<file path="src/common/mpc_defs.svh">
// register map, field positions and reset values of the generator C output block
`ifndef MPC_DEFS_SVH
`define MPC_DEFS_SVH

// register offsets
`define MPC_ADDR_OUT_LEVELS 8'h0D
`define MPC_ADDR_OVR_ENABLE 8'h0E
`define MPC_ADDR_DT_SAMPLE 8'h20
`define MPC_ADDR_CNT_C 8'h30
`define MPC_ADDR_MOD_C 8'h32
`define MPC_ADDR_DT_C 8'h34
`define MPC_ADDR_CTRL 8'h36

// control register fields
`define MPC_CTRL_RUN 0
`define MPC_CTRL_MTG 1
`define MPC_CTRL_LDOK 2
`define MPC_CTRL_WP 3
`define MPC_CTRL_INDEP 4
`define MPC_CTRL_CSC 5

// reset values
`define MPC_RST_OUT_LEVELS 6'h00
`define MPC_RST_OVR_ENABLE 6'h00
`define MPC_RST_MOD_C 15'h0001
`define MPC_RST_DT_C 16'h0000
`define MPC_RST_CNT_C 15'h0000
`define MPC_RST_PAIR_SEL 3'h0
`define MPC_ALL_ODD_SEL 3'h7

`endif

</file>
<file path="src/common/mpc_pkg.sv">
// types shared by the generator C output block
package mpc_pkg;
  typedef logic [7:0] mpc_addr_t;
  typedef logic [15:0] mpc_word_t;
  typedef logic [14:0] mpc_cnt_t;
  typedef logic [5:0] mpc_chan_t;
  typedef logic [2:0] mpc_pair_t;
endpackage : mpc_pkg

</file>
<file path="src/mpc_output_ctl.sv">
// software output override, generator C timebase and current-status buffering
//
// Decided for this implementation: the address-and-strobe port.
`timescale 1ns/1ps
`include "mpc_defs.svh"

// Summary of operation
// (RQ1) overridden pins follow software level bits
// (RQ2) odd bit complements even partner when complementary
// (RQ3) deadtime sample readable, writes ignored
// (RQ4) counter register reads counter, ignores writes
// (RQ5) modulus writable only with multiple timebase
// (RQ6) software never writes a zero modulus
// (RQ7) modulus buffered until load-ok and load
// (RQ8) modulus read returns the buffered value
// (RQ9) deadtime writable with timebase, frozen by protect
// (RQ10) current status applies from following period only
// (RQ11) odd value registers govern before first sample
// (RQ12) counter advances per tick, wraps at modulus
module mpc_output_ctl (
  // clock, reset, clock enable
  input wire logic I_CORE_CLK,
  input wire logic I_RST,
  input wire logic I_CE,
  // register port
  input wire mpc_pkg::mpc_addr_t I_ADDR,
  input wire mpc_pkg::mpc_word_t I_WDATA,
  input wire logic I_WR,
  input wire logic I_RD,
  output mpc_pkg::mpc_word_t O_RDATA,
  // rest of the unit
  input wire logic I_PWM_TICK,
  input wire mpc_pkg::mpc_chan_t I_GEN_PWM,
  input wire logic [7:0] I_DT_SAMPLE,
  input wire mpc_pkg::mpc_pair_t I_CURRENT_SENSE_INPUT,
  // pins and state toward the unit
  output mpc_pkg::mpc_chan_t O_PWM,
  output mpc_pkg::mpc_pair_t O_PAIR_ODD_SEL,
  output logic O_LOAD_C,
  output mpc_pkg::mpc_cnt_t O_MOD_C_ACTIVE,
  output mpc_pkg::mpc_word_t O_DT_C,
  output logic O_TIMEBASE_MULTI,
  output logic O_RUN
);
  import mpc_pkg::*;

  mpc_chan_t sw_out;
  mpc_chan_t ovr_en;
  mpc_cnt_t mod_buf;
  mpc_cnt_t mod_act;
  mpc_cnt_t cnt;
  mpc_word_t dtmc;
  logic run;
  logic multiple_timebase_select;
  logic ldok;
  logic wp;
  logic indep;
  logic csc;
  mpc_pair_t cs_lat;
  mpc_pair_t cs_act;
  logic cs_seen;
  logic cs_valid;
  logic cnt_end;
  logic load_evt;
  logic wr_ctrl;
  mpc_chan_t next_pwm;
  mpc_pair_t next_sel;
  mpc_word_t next_rdata;

  assign wr_ctrl = I_CE && I_WR && (I_ADDR == `MPC_ADDR_CTRL);
  // a zero modulus ends every tick instead of hanging the counter
  assign cnt_end = ({1'b0, cnt} + 16'h0001) >= {1'b0, mod_act}; // RQ6
  assign load_evt = I_CE && run && I_PWM_TICK && cnt_end; // RQ12

  // software output levels and override enables
  always_ff @(posedge I_CORE_CLK or posedge I_RST) begin
    if (I_RST) begin
      sw_out <= `MPC_RST_OUT_LEVELS;
      ovr_en <= `MPC_RST_OVR_ENABLE;
    end else if (I_CE && I_WR) begin
      if (I_ADDR == `MPC_ADDR_OUT_LEVELS) begin
        sw_out <= I_WDATA[5:0];
      end
      if (I_ADDR == `MPC_ADDR_OVR_ENABLE) begin
        ovr_en <= I_WDATA[5:0];
      end
    end
  end

  // control bits; a software write of load-ok wins over the hardware clear
  always_ff @(posedge I_CORE_CLK or posedge I_RST) begin
    if (I_RST) begin
      run <= 1'b0;
      multiple_timebase_select <= 1'b0;
      ldok <= 1'b0;
      wp <= 1'b0;
      indep <= 1'b0;
      csc <= 1'b0;
    end else if (I_CE) begin
      if (wr_ctrl) begin
        run <= I_WDATA[`MPC_CTRL_RUN];
        multiple_timebase_select <= I_WDATA[`MPC_CTRL_MTG];
        ldok <= I_WDATA[`MPC_CTRL_LDOK];
        // protect is sticky until reset
        wp <= wp | I_WDATA[`MPC_CTRL_WP];
        indep <= I_WDATA[`MPC_CTRL_INDEP];
        csc <= I_WDATA[`MPC_CTRL_CSC];
      end else if (load_evt) begin
        ldok <= 1'b0; // RQ7
      end
    end
  end

  // modulus buffer and active period
  always_ff @(posedge I_CORE_CLK or posedge I_RST) begin
    if (I_RST) begin
      mod_buf <= `MPC_RST_MOD_C;
      mod_act <= `MPC_RST_MOD_C;
    end else if (I_CE) begin
      if (I_WR && (I_ADDR == `MPC_ADDR_MOD_C) && multiple_timebase_select) begin
        mod_buf <= I_WDATA[14:0]; // RQ5
      end
      if (load_evt && ldok) begin
        mod_act <= mod_buf; // RQ7
      end
    end
  end

  // deadtime C register
  always_ff @(posedge I_CORE_CLK or posedge I_RST) begin
    if (I_RST) begin
      dtmc <= `MPC_RST_DT_C;
    end else if (I_CE && I_WR && (I_ADDR == `MPC_ADDR_DT_C) && multiple_timebase_select && !wp) begin
      dtmc <= I_WDATA; // RQ9
    end
  end

  // generator C counter
  always_ff @(posedge I_CORE_CLK or posedge I_RST) begin
    if (I_RST) begin
      cnt <= `MPC_RST_CNT_C;
    end else if (I_CE) begin
      if (!run) begin
        cnt <= `MPC_RST_CNT_C;
      end else if (load_evt) begin
        cnt <= `MPC_RST_CNT_C; // RQ12
      end else if (I_PWM_TICK) begin
        cnt <= cnt + 15'h0001; // RQ12
      end
    end
  end

  // current status: latched each tick, applied only at the period boundary
  always_ff @(posedge I_CORE_CLK or posedge I_RST) begin
    if (I_RST) begin
      cs_lat <= `MPC_RST_PAIR_SEL;
      cs_act <= `MPC_RST_PAIR_SEL;
      cs_seen <= 1'b0;
      cs_valid <= 1'b0;
    end else if (I_CE) begin
      if (!run) begin
        cs_seen <= 1'b0;
        cs_valid <= 1'b0; // RQ11
      end else begin
        if (I_PWM_TICK) begin
          cs_lat <= I_CURRENT_SENSE_INPUT; // RQ10
          cs_seen <= 1'b1;
        end
        if (load_evt) begin
          cs_act <= cs_lat; // RQ10
          cs_valid <= cs_seen;
        end
      end
    end
  end

  // pin selection: override per pin, complement taken from the even pin's final level
  always_comb begin
    next_pwm = I_GEN_PWM;
    for (int k = 0; k < 3; k++) begin
      if (ovr_en[2 * k]) begin
        next_pwm[2 * k] = sw_out[2 * k]; // RQ1
      end
      if (ovr_en[2 * k + 1]) begin
        if (indep) begin
          next_pwm[2 * k + 1] = sw_out[2 * k + 1]; // RQ2
        end else begin
          next_pwm[2 * k + 1] = sw_out[2 * k + 1] & ~next_pwm[2 * k]; // RQ2
        end
      end
    end
  end

  // value register selection per pair, 1 picks the odd register
  always_comb begin
    if (!csc) begin
      next_sel = `MPC_RST_PAIR_SEL;
    end else if (!cs_valid) begin
      next_sel = `MPC_ALL_ODD_SEL; // RQ11
    end else begin
      next_sel = cs_act; // RQ10
    end
  end

  // read mux; unmapped offsets read zero
  always_comb begin
    next_rdata = 16'h0000;
    case (I_ADDR)
      `MPC_ADDR_OUT_LEVELS: next_rdata = {10'h000, sw_out};
      `MPC_ADDR_OVR_ENABLE: next_rdata = {10'h000, ovr_en};
      `MPC_ADDR_DT_SAMPLE: next_rdata = {8'h00, I_DT_SAMPLE}; // RQ3
      `MPC_ADDR_CNT_C: next_rdata = {1'b0, cnt}; // RQ4
      `MPC_ADDR_MOD_C: next_rdata = {1'b0, mod_buf}; // RQ8
      `MPC_ADDR_DT_C: next_rdata = dtmc;
      `MPC_ADDR_CTRL: next_rdata = {10'h000, csc, indep, wp, ldok, multiple_timebase_select, run};
      default: next_rdata = 16'h0000;
    endcase
  end

  // read data stand only in the cycle after the strobe
  always_ff @(posedge I_CORE_CLK or posedge I_RST) begin
    if (I_RST) begin
      O_RDATA <= 16'h0000;
    end else if (I_CE) begin
      O_RDATA <= I_RD ? next_rdata : 16'h0000;
    end
  end

  // registered outputs toward pins and the unit
  always_ff @(posedge I_CORE_CLK or posedge I_RST) begin
    if (I_RST) begin
      O_PWM <= 6'h00;
      O_PAIR_ODD_SEL <= `MPC_RST_PAIR_SEL;
      O_LOAD_C <= 1'b0;
      O_MOD_C_ACTIVE <= `MPC_RST_MOD_C;
      O_DT_C <= `MPC_RST_DT_C;
      O_TIMEBASE_MULTI <= 1'b0;
      O_RUN <= 1'b0;
    end else if (I_CE) begin
      O_PWM <= next_pwm; // RQ1
      O_PAIR_ODD_SEL <= next_sel;
      O_LOAD_C <= load_evt; // RQ12
      O_MOD_C_ACTIVE <= mod_act;
      O_DT_C <= dtmc;
      O_TIMEBASE_MULTI <= multiple_timebase_select;
      O_RUN <= run;
    end
  end
endmodule : mpc_output_ctl

</file>
<file path="config.mk">
export PLATFORM = sky130hd
export DESIGN_NAME = mpc_output_ctl
export DESIGN_NICKNAME = d
export VERILOG_FILES = /design/src/common/mpc_pkg.sv /design/src/mpc_output_ctl.sv
export VERILOG_INCLUDE_DIRS = /design/src /design/src/common
export SDC_FILE = /design/constraint.sdc
export NUM_CORES = 1
export LEC_CHECK = 0
export BUFFER_PORTS_ARGS = -buffer_cell sky130_fd_sc_hd__buf_2
export CORE_MARGIN = 4
export CORE_UTILIZATION = 50
export CTS_CLUSTER_DIAMETER = 80
export DETAILED_ROUTE_END_ITERATION = 8
export GPL_TIMING_DRIVEN = 0
export PLACE_DENSITY_LB_ADDON = 0.1
export SYNTH_ARGS = -nofsm -noshare
export SYNTH_HDL_FRONTEND = slang
export SYNTH_SLANG_ARGS = --single-unit
</file>
<file path="constraint.sdc">
create_clock -name I_CORE_CLK -period 6 [get_ports I_CORE_CLK]
set_clock_uncertainty 0.1 [all_clocks]
set_input_delay 0.6 -clock I_CORE_CLK [delete_from_list [all_inputs] [get_ports I_CORE_CLK]]
set_output_delay 0.6 -clock I_CORE_CLK [all_outputs]
set_load 0.02 [all_outputs]
</file>
==> results of run 1 <==
==> layout make-up <==
cell class                      instances  share of cell area
Timing Repair Buffer                  104              0.0657
Clock inverter                         11              0.0191
Multi-Input combinational cell        343               0.352
Tap cell                              176              0.0267
Sequential cell                       146               0.443
Clock buffer                           21              0.0569
Inverter                               46              0.0215
Buffer                                 27              0.0156
==> cell usage after synthesis, types with 9 or more instances <==
| library cell | n |
|---|---|
| dfrtp_1 | 143 |
| mux2_2 | 89 |
| inv_1 | 46 |
| nand2_1 | 28 |
| nor2_1 | 22 |
| a21oi_1 | 17 |
| o22ai_1 | 17 |
| ha_1 | 16 |
| a22o_1 | 15 |
| clkbuf_1 | 15 |
| nand3_1 | 15 |
| o21ai_0 | 12 |
| mux2_4 | 10 |
| mux2i_1 | 10 |
| and3_1 | 9 |
==> kinds of logic after synthesis <==
group / count (synthesis)
mux: 115
compound gates: 93
simple gates: 107
fa+ha+maj: 16
xor+xnor: 12
buf+inv: 73
flops: 146
==> flip-flops by register name, indices dropped and copies added (netlist names), 6 cells and up <==
signal / count
mod_act: 15
O_DT_C: 16
sw_out: 6
O_RDATA: 16
ovr_en: 6
cnt: 15
O_MOD_C_ACTIVE: 15
O_PWM: 6
mod_buf: 15
dtmc: 16
==> layer usage <==
layer	routed length [um]	vias up	part of all wire	GRT usage
met2	8120	168	0.47	0.354
li1	-	2284	-	-
met4	216	0	0.012	0.0593
met1	7920	2555	0.45	0.327
met3	1190	29	0.068	0.0716
met5	0	-	0	0
==> worst paths after layout <==
kind	endpoint	slack [ps]	depth (start not counted)
min	cs_lat[0]	80	2
max	mod_act[7]	1750	14
max in group asynchronous	O_MOD_C_ACTIVE[12]	4850	3
min in group I_CORE_CLK	cs_lat[2]	300	2
max reg2reg	mod_act[7]	1750	14
min reg2reg	cs_seen	390	2
==> stage by stage <==
stage / worst slack, ps / power, mW / instances / hold WS, ps / util
floorplan: 1380 / 1.28 / 562 / 340 / -
global placement: -191 / 1.37 / 841 / 353 / 0.569
detailed placement: 1800 / 1.38 / 842 / 369 / 0.572
CTS: 1760 / 2.50 / 874 / 96.1 / 0.619
global route: 1560 / 2.59 / 874 / 115 / 0.619
finish: 1750 / 2.49 / 874 / 79.6 / 0.619
==> critical path: cells and delay by family, from the launching register on <==
kind / cells / cell delay [ps]
AND/OR/NAND/NOR: 7 / 1870
buffers and inverters: 2 / 460
AO/OA/AOI/OAI: 2 / 610
XOR/XNOR: 1 / 100
multiplexers: 1 / 300
adder cells (fa/ha/maj): 1 / 330
flip-flops: 1 / 330
==> power groups by stage <==
stage          Sequential, mW  Combinational (mW)  Clock [mW]
3_3_place_gp             1.07               0.298           0
3_5_place_dp             1.07               0.308           0
4_1_cts                  1.05               0.310        1.14
5_1_grt                  1.06               0.345        1.18
2_1_floorplan            1.07               0.209           0
6_report                 1.06               0.309        1.13
==> run_results.csv, run 1 <==
group,metric,value,unit
power,p_clk_frac,0.452,
synth,yosys.area_share.simple,0.0826,
sta,finalHoldViolations,0,
power,p_int,1.87,mW
worst_setup_path,crit_type,"reg2reg",
clocking,clk_pin_slew,60,ps
cells_and_area,drive_above_1_share,0.372,
worst_setup_path,slowest_delay,550,ps
cells_and_area,finish.instance_area,8260,sq um
synth,ys_ff_latch,146,
clocking,cts_root_buf,"clkbuf_16",
clocking,cts_hold_buf,0,
worst_setup_path,slowest_stage,"or4_4",
synth,yosysTopAreaCellShare,0.521,
sta,min_period,4250,ps
sta,drv_slew,0,
synth,synthTopCellsByArea,"dfrtp_1, mux2_2, ha_1",
floorplan,rows,42,
global_route,grt_pass1_vias,5292,
route,first_pass_iters,5,
synth,yosys.cell_types.count,53,
power,ir_drop,0.000188,V
sta,setup-violations-final,0,
placement,placed_cell_area,7630,sq um
sta,timing.fmax,0.235,GHz
synth,yosysWarnings,0,
cells_and_area,final_common_cell,"dfrtp_1",
synth,synthMuxAreaShare,0.202,
global_route,grt_pass1_wl,28500,um
power,power_density,301,nW/um^2
clocking,clock_latency,430,ps
cells_and_area,final_nets,748,
global_route,grt.total_usage,0.232,
synth,synth_area,6870,sq um
run,drv_cap,0,
synth,synthAdderAreaFrac,0.0292,
sta,max_slew_margin,0.344,
placement,place_congestion,0.875,
floorplan,die_x,125,um
worst_setup_path,cp_cell_sequence,"clkbuf_1, and3_1, nand3_1, or2_2, nor2_1, xnor2_1, ha_1, nand3_2, or4_4, a221o_1, a31o_4, nor2_8, buf_12, mux2_4",
power,seq_power_share,0.424,
cells_and_area,multi_input_area,2910,sq um
cells_and_area,fillers,1101,
power,p_switching,618,uW
sta,tightest_slew,975,ps
route,post_drt_wl_per_cell,19.9,um
synth,yosysSeqAreaShare,0.533,
worst_setup_path,crit_fanout,10,
clocking,cts_tree,"built",
synth,synth_top_area_cell,"dfrtp_1",
cells_and_area,antenna_cells,0,
synth,async_flop_share,1.00,
route,drt_wl_total,17400,um
floorplan,start_util,0.514,
floorplan,fp.coreArea,13300,sq um
floorplan,die_area,15700,sq um
worst_setup_path,r2r_start,"cnt[2]",
status,status,"complete, no violations",
synth,syn_nets,625,
cells_and_area,syn_to_final_growth,20.3,%
worst_setup_path,startpoint_type,"register",
power,switching_share,0.248,
global_route,antenna_found_initial,0,
clocking,cts_made_buffers,17,
clocking,cts-resized-gates,0,
route,drt_iter0_drc,310,
synth,syn_inst,562,
sta,rsz0062_at_grt,"false",
global_route,grt_overflow,0,
placement,dp_hpwl,12600,um
route,ant_nets,0,
placement,portBuffers,103,
floorplan,die-height,125,um
clocking,clock-sinks,146,
floorplan,pin_count,106,
global_route,grt_max_degree,104,
synth,ys.flop_type,"dfrtp_1",
hold_path,hp-class,"in2async",
synth,syn_area_per_cell,12.2,sq um
sta,final.period_utilization,0.709,
clocking,cts.path.max_buffers,2,
worst_setup_path,required,6210,ps
worst_setup_path,crit_start,"cnt[2]",
worst_setup_path,crit_arrival,4460,ps
clocking,htreeDepth,4,
sta,fin_tns_setup,0,ps
synth,synth_top_family_by_area,"multiplexers",
power,p_comb_frac,0.124,
power,leakagePower,4.15,nW
route,vias,5036,
synth,synth-xor-area-share,0.0153,
cells_and_area,most-common-layout-cells,"dfrtp_1, buf_2, mux2_2",
cells_and_area,area.sequential,3660,sq um
route,drc,0,
synth,synth_compound_area_frac,0.0942,
synth,synth_edf_count,0,
clocking,post_cts_buffers,0,
route,routed_via_density,5.76,
worst_setup_path,worstSetupEndpointType,"register",
Power figures use the tool's default switching activity.
==> run 2: changes to the inputs <==
Clock period 6 ns to 4.3 ns, I/O delays scaled along.
==> run 2 against run 1 <==
  * Non-clock buffer count grew 2
  * Critical endpoint is now mod_act[1]
  * Sequential power rose by 40%
  * Total power rose by 34%
  * Cell area is 0.33% lower
  * Core utilization decreased by 0.21 points
  * Count of clock-buffer cells in the layout is 6 higher
  * Clock power rose by 25%
==> run_results.csv, run 2 (synthesis results as in run 1) <==
group,metric,value,unit
floorplan,rows,42,
sta,min_period,4160,ps
sta,drv_slew,0,
status,status,"complete, no violations",
clocking,cts_root_buf,"clkbuf_16",
cells_and_area,fillers,1107,
cells_and_area,final_common_cell,"dfrtp_1",
global_route,grt_overflow,0,
sta,tightest_slew,1020,ps
cells_and_area,most-common-layout-cells,"dfrtp_1, buf_2, mux2_2",
cells_and_area,drive_above_1_share,0.369,
clocking,cts-resized-gates,0,
sta,max_slew_margin,0.315,
route,first_pass_iters,7,
floorplan,pin_count,106,
floorplan,die_x,125,um
route,routed_via_density,5.74,
global_route,antenna_found_initial,0,
clocking,clock-sinks,146,
clocking,htreeDepth,4,
power,p_int,2.48,mW
global_route,grt_pass1_vias,5224,
route,post_drt_wl_per_cell,19.8,um
floorplan,fp.coreArea,13300,sq um
power,ir_drop,0.000208,V
worst_setup_path,crit_buf_inv,1,
worst_setup_path,cp_cell_sequence,"and3_1, nand3_1, or2_2, nor2_1, xnor2_1, ha_1, nand3_2, or4_4, a221o_1, a31o_4, nor2_8, buf_12, mux2_4",
worst_setup_path,crit_arrival,4360,ps
sta,fin_tns_setup,0,ps
floorplan,start_util,0.514,
worst_setup_path,r2r_cells,13,
worst_setup_path,slowest_stage,"or4_4",
worst_setup_path,startpoint_type,"register",
sta,setup-violations-final,0,
cells_and_area,syn_to_final_growth,19.9,%
placement,portBuffers,103,
worst_setup_path,worstSetupEndpointType,"register",
power,p_switching,849,uW
hold_path,hold_path_end,"cs_lat[1]",
clocking,clk_pin_slew,60,ps
route,drc,0,
clocking,cts_tree,"built",
hold_path,hp-start,"I_CURRENT_SENSE_INPUT[1]",
clocking,post_cts_buffers,0,
sta,rsz0062_at_grt,"false",
floorplan,die_area,15700,sq um
global_route,grt_max_degree,44,
worst_setup_path,required,4500,ps
route,vias,5031,
global_route,grt_use_met3,0.0550,
hold_path,hp-class,"in2reg",
cells_and_area,antenna_cells,0,
worst_setup_path,r2r_start,"cnt[0]",
power,p_comb_frac,0.129,
power,power,3.33,mW
global_route,grt-busiest-layer,"met2",
global_route,grt_use_met1,0.329,
route,drt_wl_total,17300,um
route,drt_iter0_drc,401,
floorplan,die-height,125,um
worst_setup_path,r2r_end,"mod_act[1]",
sta,final.period_utilization,0.967,
power,switching_share,0.255,
global_route,grt.total_usage,0.231,
cells_and_area,reg_top3,"O_DT_C: 16 flops, O_RDATA: 16 flops, dtmc: 16 flops",
placement,place_congestion,0.842,
worst_setup_path,crit_fanout,10,
route,ant_nets,0,
sta,finalHoldViolations,0,
worst_setup_path,ff2ff_setup_slack,140,ps
sta,timing.fmax,0.240,GHz
worst_setup_path,slowest_delay,560,ps
placement,dp_hpwl,12700,um
hold_path,hold_path_depth,2,
power,leakagePower,4.13,nW
clocking,clock_latency,420,ps
power,p_clk_frac,0.425,
global_route,use_met2,0.360,
clocking,cts.path.max_buffers,2,
global_route,grt_pass1_wl,28400,um
power,seq_power_share,0.447,
worst_setup_path,cpLargestDelayFamily,"simple AND/OR/NAND/NOR gates",
power,power_density,404,nW/um^2
run,drv_cap,0,
worst_setup_path,crit_type,"reg2reg",
cells_and_area,final_nets,750,
clocking,cts_made_buffers,17,
[run 2: how the worst max path moves through the flow]
stage / from / to / slack [ps] / cells after the start
floorplan: cnt[2] / mod_act[1] / 520 / 14
global placement: cnt[2] / mod_act[2] / 150 / 14
detailed placement: cnt[2] / mod_act[1] / 100 / 14
CTS: cnt[2] / mod_act[1] / 60 / 14
global route: cnt[0] / mod_act[9] / 2 / 13
finish: cnt[0] / mod_act[1] / 140 / 13
[run 2: area by class of cell]
| class | count | area (sq um) | share of cell area |
|---|---|---|---|
| Buffer | 26 | 125 | 0.0152 |
| Clock buffer | 27 | 513 | 0.0623 |
| Clock inverter | 5 | 50.0 | 0.00608 |
| Inverter | 46 | 176 | 0.0214 |
| Multi-Input combinational cell | 343 | 2910 | 0.353 |
| Sequential cell | 146 | 3660 | 0.444 |
| Tap cell | 176 | 220 | 0.0267 |
| Timing Repair Buffer | 107 | 586 | 0.0711 |
[run 2: power groups by stage]
stage / Combinational, mW / Clock (mW) / Sequential (mW)
detailed placement: 0.436 / 0 / 1.50
global route: 0.474 / 1.50 / 1.49
floorplan: 0.291 / 0 / 1.49
finish: 0.428 / 1.41 / 1.48
CTS: 0.441 / 1.43 / 1.47
global placement: 0.416 / 0 / 1.49
[run 2: through the flow]
| stage | util | setup WS [ps] | area [sq um] | std cells | hold slack (ps) |
|---|---|---|---|---|---|
| finish | 0.617 | 141 | 8230 | 876 | 138 |
| global route | 0.617 | 2.32 | 8230 | 876 | 138 |
| CTS | 0.617 | 64.2 | 8240 | 877 | 126 |
| detailed placement | 0.574 | 105 | 7660 | 844 | 371 |
| global placement | 0.570 | 150 | 7600 | 841 | 357 |
| floorplan | - | 524 | 6870 | 562 | 340 |
[run 2: layer usage]
| layer | share of wire | up-vias |
|---|---|---|
| li1 | - | 2276 |
| met1 | 0.46 | 2571 |
| met2 | 0.47 | 168 |
| met3 | 0.061 | 16 |
| met4 | 0.0099 | 0 |
| met5 | 0 | - |
[run 2: timing repair]
item / 4_1_cts / 5_1_grt
setup endpoints to repair: 0 / 25
hold buffers: 1 / 0
endpoints found under the hold margin: 15 / 0
==> run 3: changes to the inputs <==
Settings changed: PLACE_DENSITY set to 0.74, PLACE_DENSITY_LB_ADDON 0.1 to not set, RECOVER_POWER set to 100.
==> run 3 against run 2 <==
  * The run now ends with max-capacitance violations, max-slew violations left
  * Core utilization decreased by 0.71 points
  * Total power increased by 3.1%
  * Critical endpoint is now mod_act[3]
  * Worst hold slack got worse by 3.8 ps
  * Maximum frequency increased by 0.10%
  * Critical path depth unchanged
  * Count of clock-buffer cells in the layout decreased by 4
  * Sequential share of layout area increased by 0.55 points
  * Cell count decreased by 0.11%
  * Wire length increased by 0.77%
  * First-iteration DRC count decreased by 25%
  * Via count increased by 1.0%
  * Setup slack improved by 4.2 ps
  * Largest power group is now the clock network
==> run_results.csv, run 3 (synthesis results as in run 1) <==
group,metric,value,unit
worst_setup_path,crit_start,"cnt[4]",
sta,finalWorstSetupSlack,145,ps
clocking,cts_root_buf,"clkbuf_16",
power,leakagePower,3.85,nW
global_route,grt_pass1_wl,28100,um
placement,portBuffers,103,
sta,min_period,4150,ps
floorplan,die-height,125,um
route,drt_iter0_drc,301,
cells_and_area,finish.instance_area,8140,sq um
worst_setup_path,crit_fanout,10,
sta,timing.fmax,0.241,GHz
worst_setup_path,ff2ff_setup_slack,150,ps
route,post_drt_wl_per_cell,20.0,um
worst_setup_path,r2r_end,"mod_act[3]",
cells_and_area,drive_above_1_share,0.275,
global_route,antenna_found_initial,1,
clocking,clock-sinks,146,
global_route,grt.total_usage,0.230,
floorplan,rows,42,
floorplan,pin_count,106,
sta,rsz0062_at_grt,"false",
floorplan,start_util,0.514,
clocking,cts_tree,"built",
worst_setup_path,r2r_start,"cnt[4]",
clocking,htreeDepth,4,
worst_setup_path,startpoint_type,"register",
route,vias,5083,
sta,tightest_slew,1980,ps
hold_path,hp-class,"in2reg",
worst_setup_path,endpoint,"mod_act[3]",
run,drv_cap,5,
placement,post-place-ws,45.1,ps
placement,place_congestion,0.903,
sta,drv_slew,128,
status,violations,"max-capacitance violations, max-slew violations",
cells_and_area,most-common-layout-cells,"dfrtp_1, clkbuf_1, mux2_2",
sta,max_slew_margin,-0.318,
sta,final.period_utilization,0.966,
route,first_pass_iters,5,
worst_setup_path,r2r_cells,13,
cells_and_area,fillers,1104,
global_route,grt_overflow,0,
clocking,post_cts_buffers,0,
cells_and_area,final_common_cell,"dfrtp_1",
cells_and_area,reg_top3,"O_DT_C: 16 flops, O_RDATA: 16 flops, dtmc: 16 flops",
worst_setup_path,crit_arrival,4360,ps
clocking,cts_made_buffers,17,
status,status,"complete, but fails checks",
floorplan,die_x,125,um
power,power_density,421,nW/um^2
sta,setup-violations-final,0,
worst_setup_path,crit_type,"reg2reg",
clocking,clock_latency,430,ps
cells_and_area,syn_to_final_growth,18.6,%
sta,fin_tns_setup,0,ps
power,ir_drop,0.000260,V
clocking,cts.path.max_buffers,2,
route,ant_nets,0,
cells_and_area,final_nets,749,
worst_setup_path,worstSetupEndpointType,"register",
route,routed_via_density,5.81,
sta,finalHoldViolations,0,
placement,dp_hpwl,12700,um
floorplan,die_area,15700,sq um
placement,placed_cell_area,7660,sq um
clocking,clk_pin_slew,60,ps
cells_and_area,antenna_cells,0,
worst_setup_path,required,4500,ps
floorplan,fp.coreArea,13300,sq um
global_route,grt_pass1_vias,5242,
route,drt_wl_total,17500,um
route,drc,0,
global_route,grt_max_degree,42,
[run 3: layer usage]
layer | share of wire | global-route usage
met4 | 0.023 | 0.0906
met5 | 0.00074 | 0
met1 | 0.42 | 0.302
met2 | 0.48 | 0.364
met3 | 0.081 | 0.0644
[run 3: area by class of cell]
| cell class | count | area (sq um) | area share |
|---|---|---|---|
| flip-flops and latches | 146 | 3660 | 0.450 |
| multi-input cells | 343 | 2890 | 0.356 |
| clock buffers | 23 | 478 | 0.0587 |
| repair buffers | 106 | 468 | 0.0575 |
| well taps | 176 | 220 | 0.0271 |
| inverters | 46 | 174 | 0.0214 |
| clock inverters | 9 | 129 | 0.0158 |
| plain buffers | 26 | 116 | 0.0143 |
[run 3: metrics by stage]
stage,util,std cells,power (mW),hold slack (ps)
final,0.610,875,3.43,135
after global routing,0.610,875,3.57,123
after CTS,0.620,876,3.45,76.3
after detailed placement,0.574,844,1.93,367
after global placement,0.570,841,1.91,354
after floorplan,-,562,1.79,340
[run 3: power by group]
group          switching [mW]  total (mW)  internal (mW)
Sequential             0.0493        1.48           1.43
Clock                   0.561        1.52          0.956
Combinational           0.261       0.427          0.166
[run 3: how the worst min path moves through the flow]
stage               slack (ps)          to  cells past startpoint                startpoint
floorplan                  340     cs_seen                      2                   cs_seen
global placement           350     cs_seen                      2                   cs_seen
detailed placement         370     cs_seen                      2                   cs_seen
CTS                         80  O_RDATA[1]                      2                     I_RST
global route               120   cs_lat[1]                      2  I_CURRENT_SENSE_INPUT[1]
finish                     130   cs_lat[0]                      2  I_CURRENT_SENSE_INPUT[0]
[run 3: worst max-delay path, cell delays in order (launching register included)]
cell and delay, ps:
dfrtp_1 320, clkbuf_1 360, nand3_1 290, or2_2 380, nor2_1 130, xnor2_1 120, ha_1 340, nand3_2 130
or4_4 570, a221o_1 330, a31o_4 310, nor2_8 180, buf_12 170, mux2_4 300
[run 3: repair_timing]
action                                  CTS  global route
endpoints found under the setup margin    0            26
hold buffers                              0             0
resized for setup                         0             2
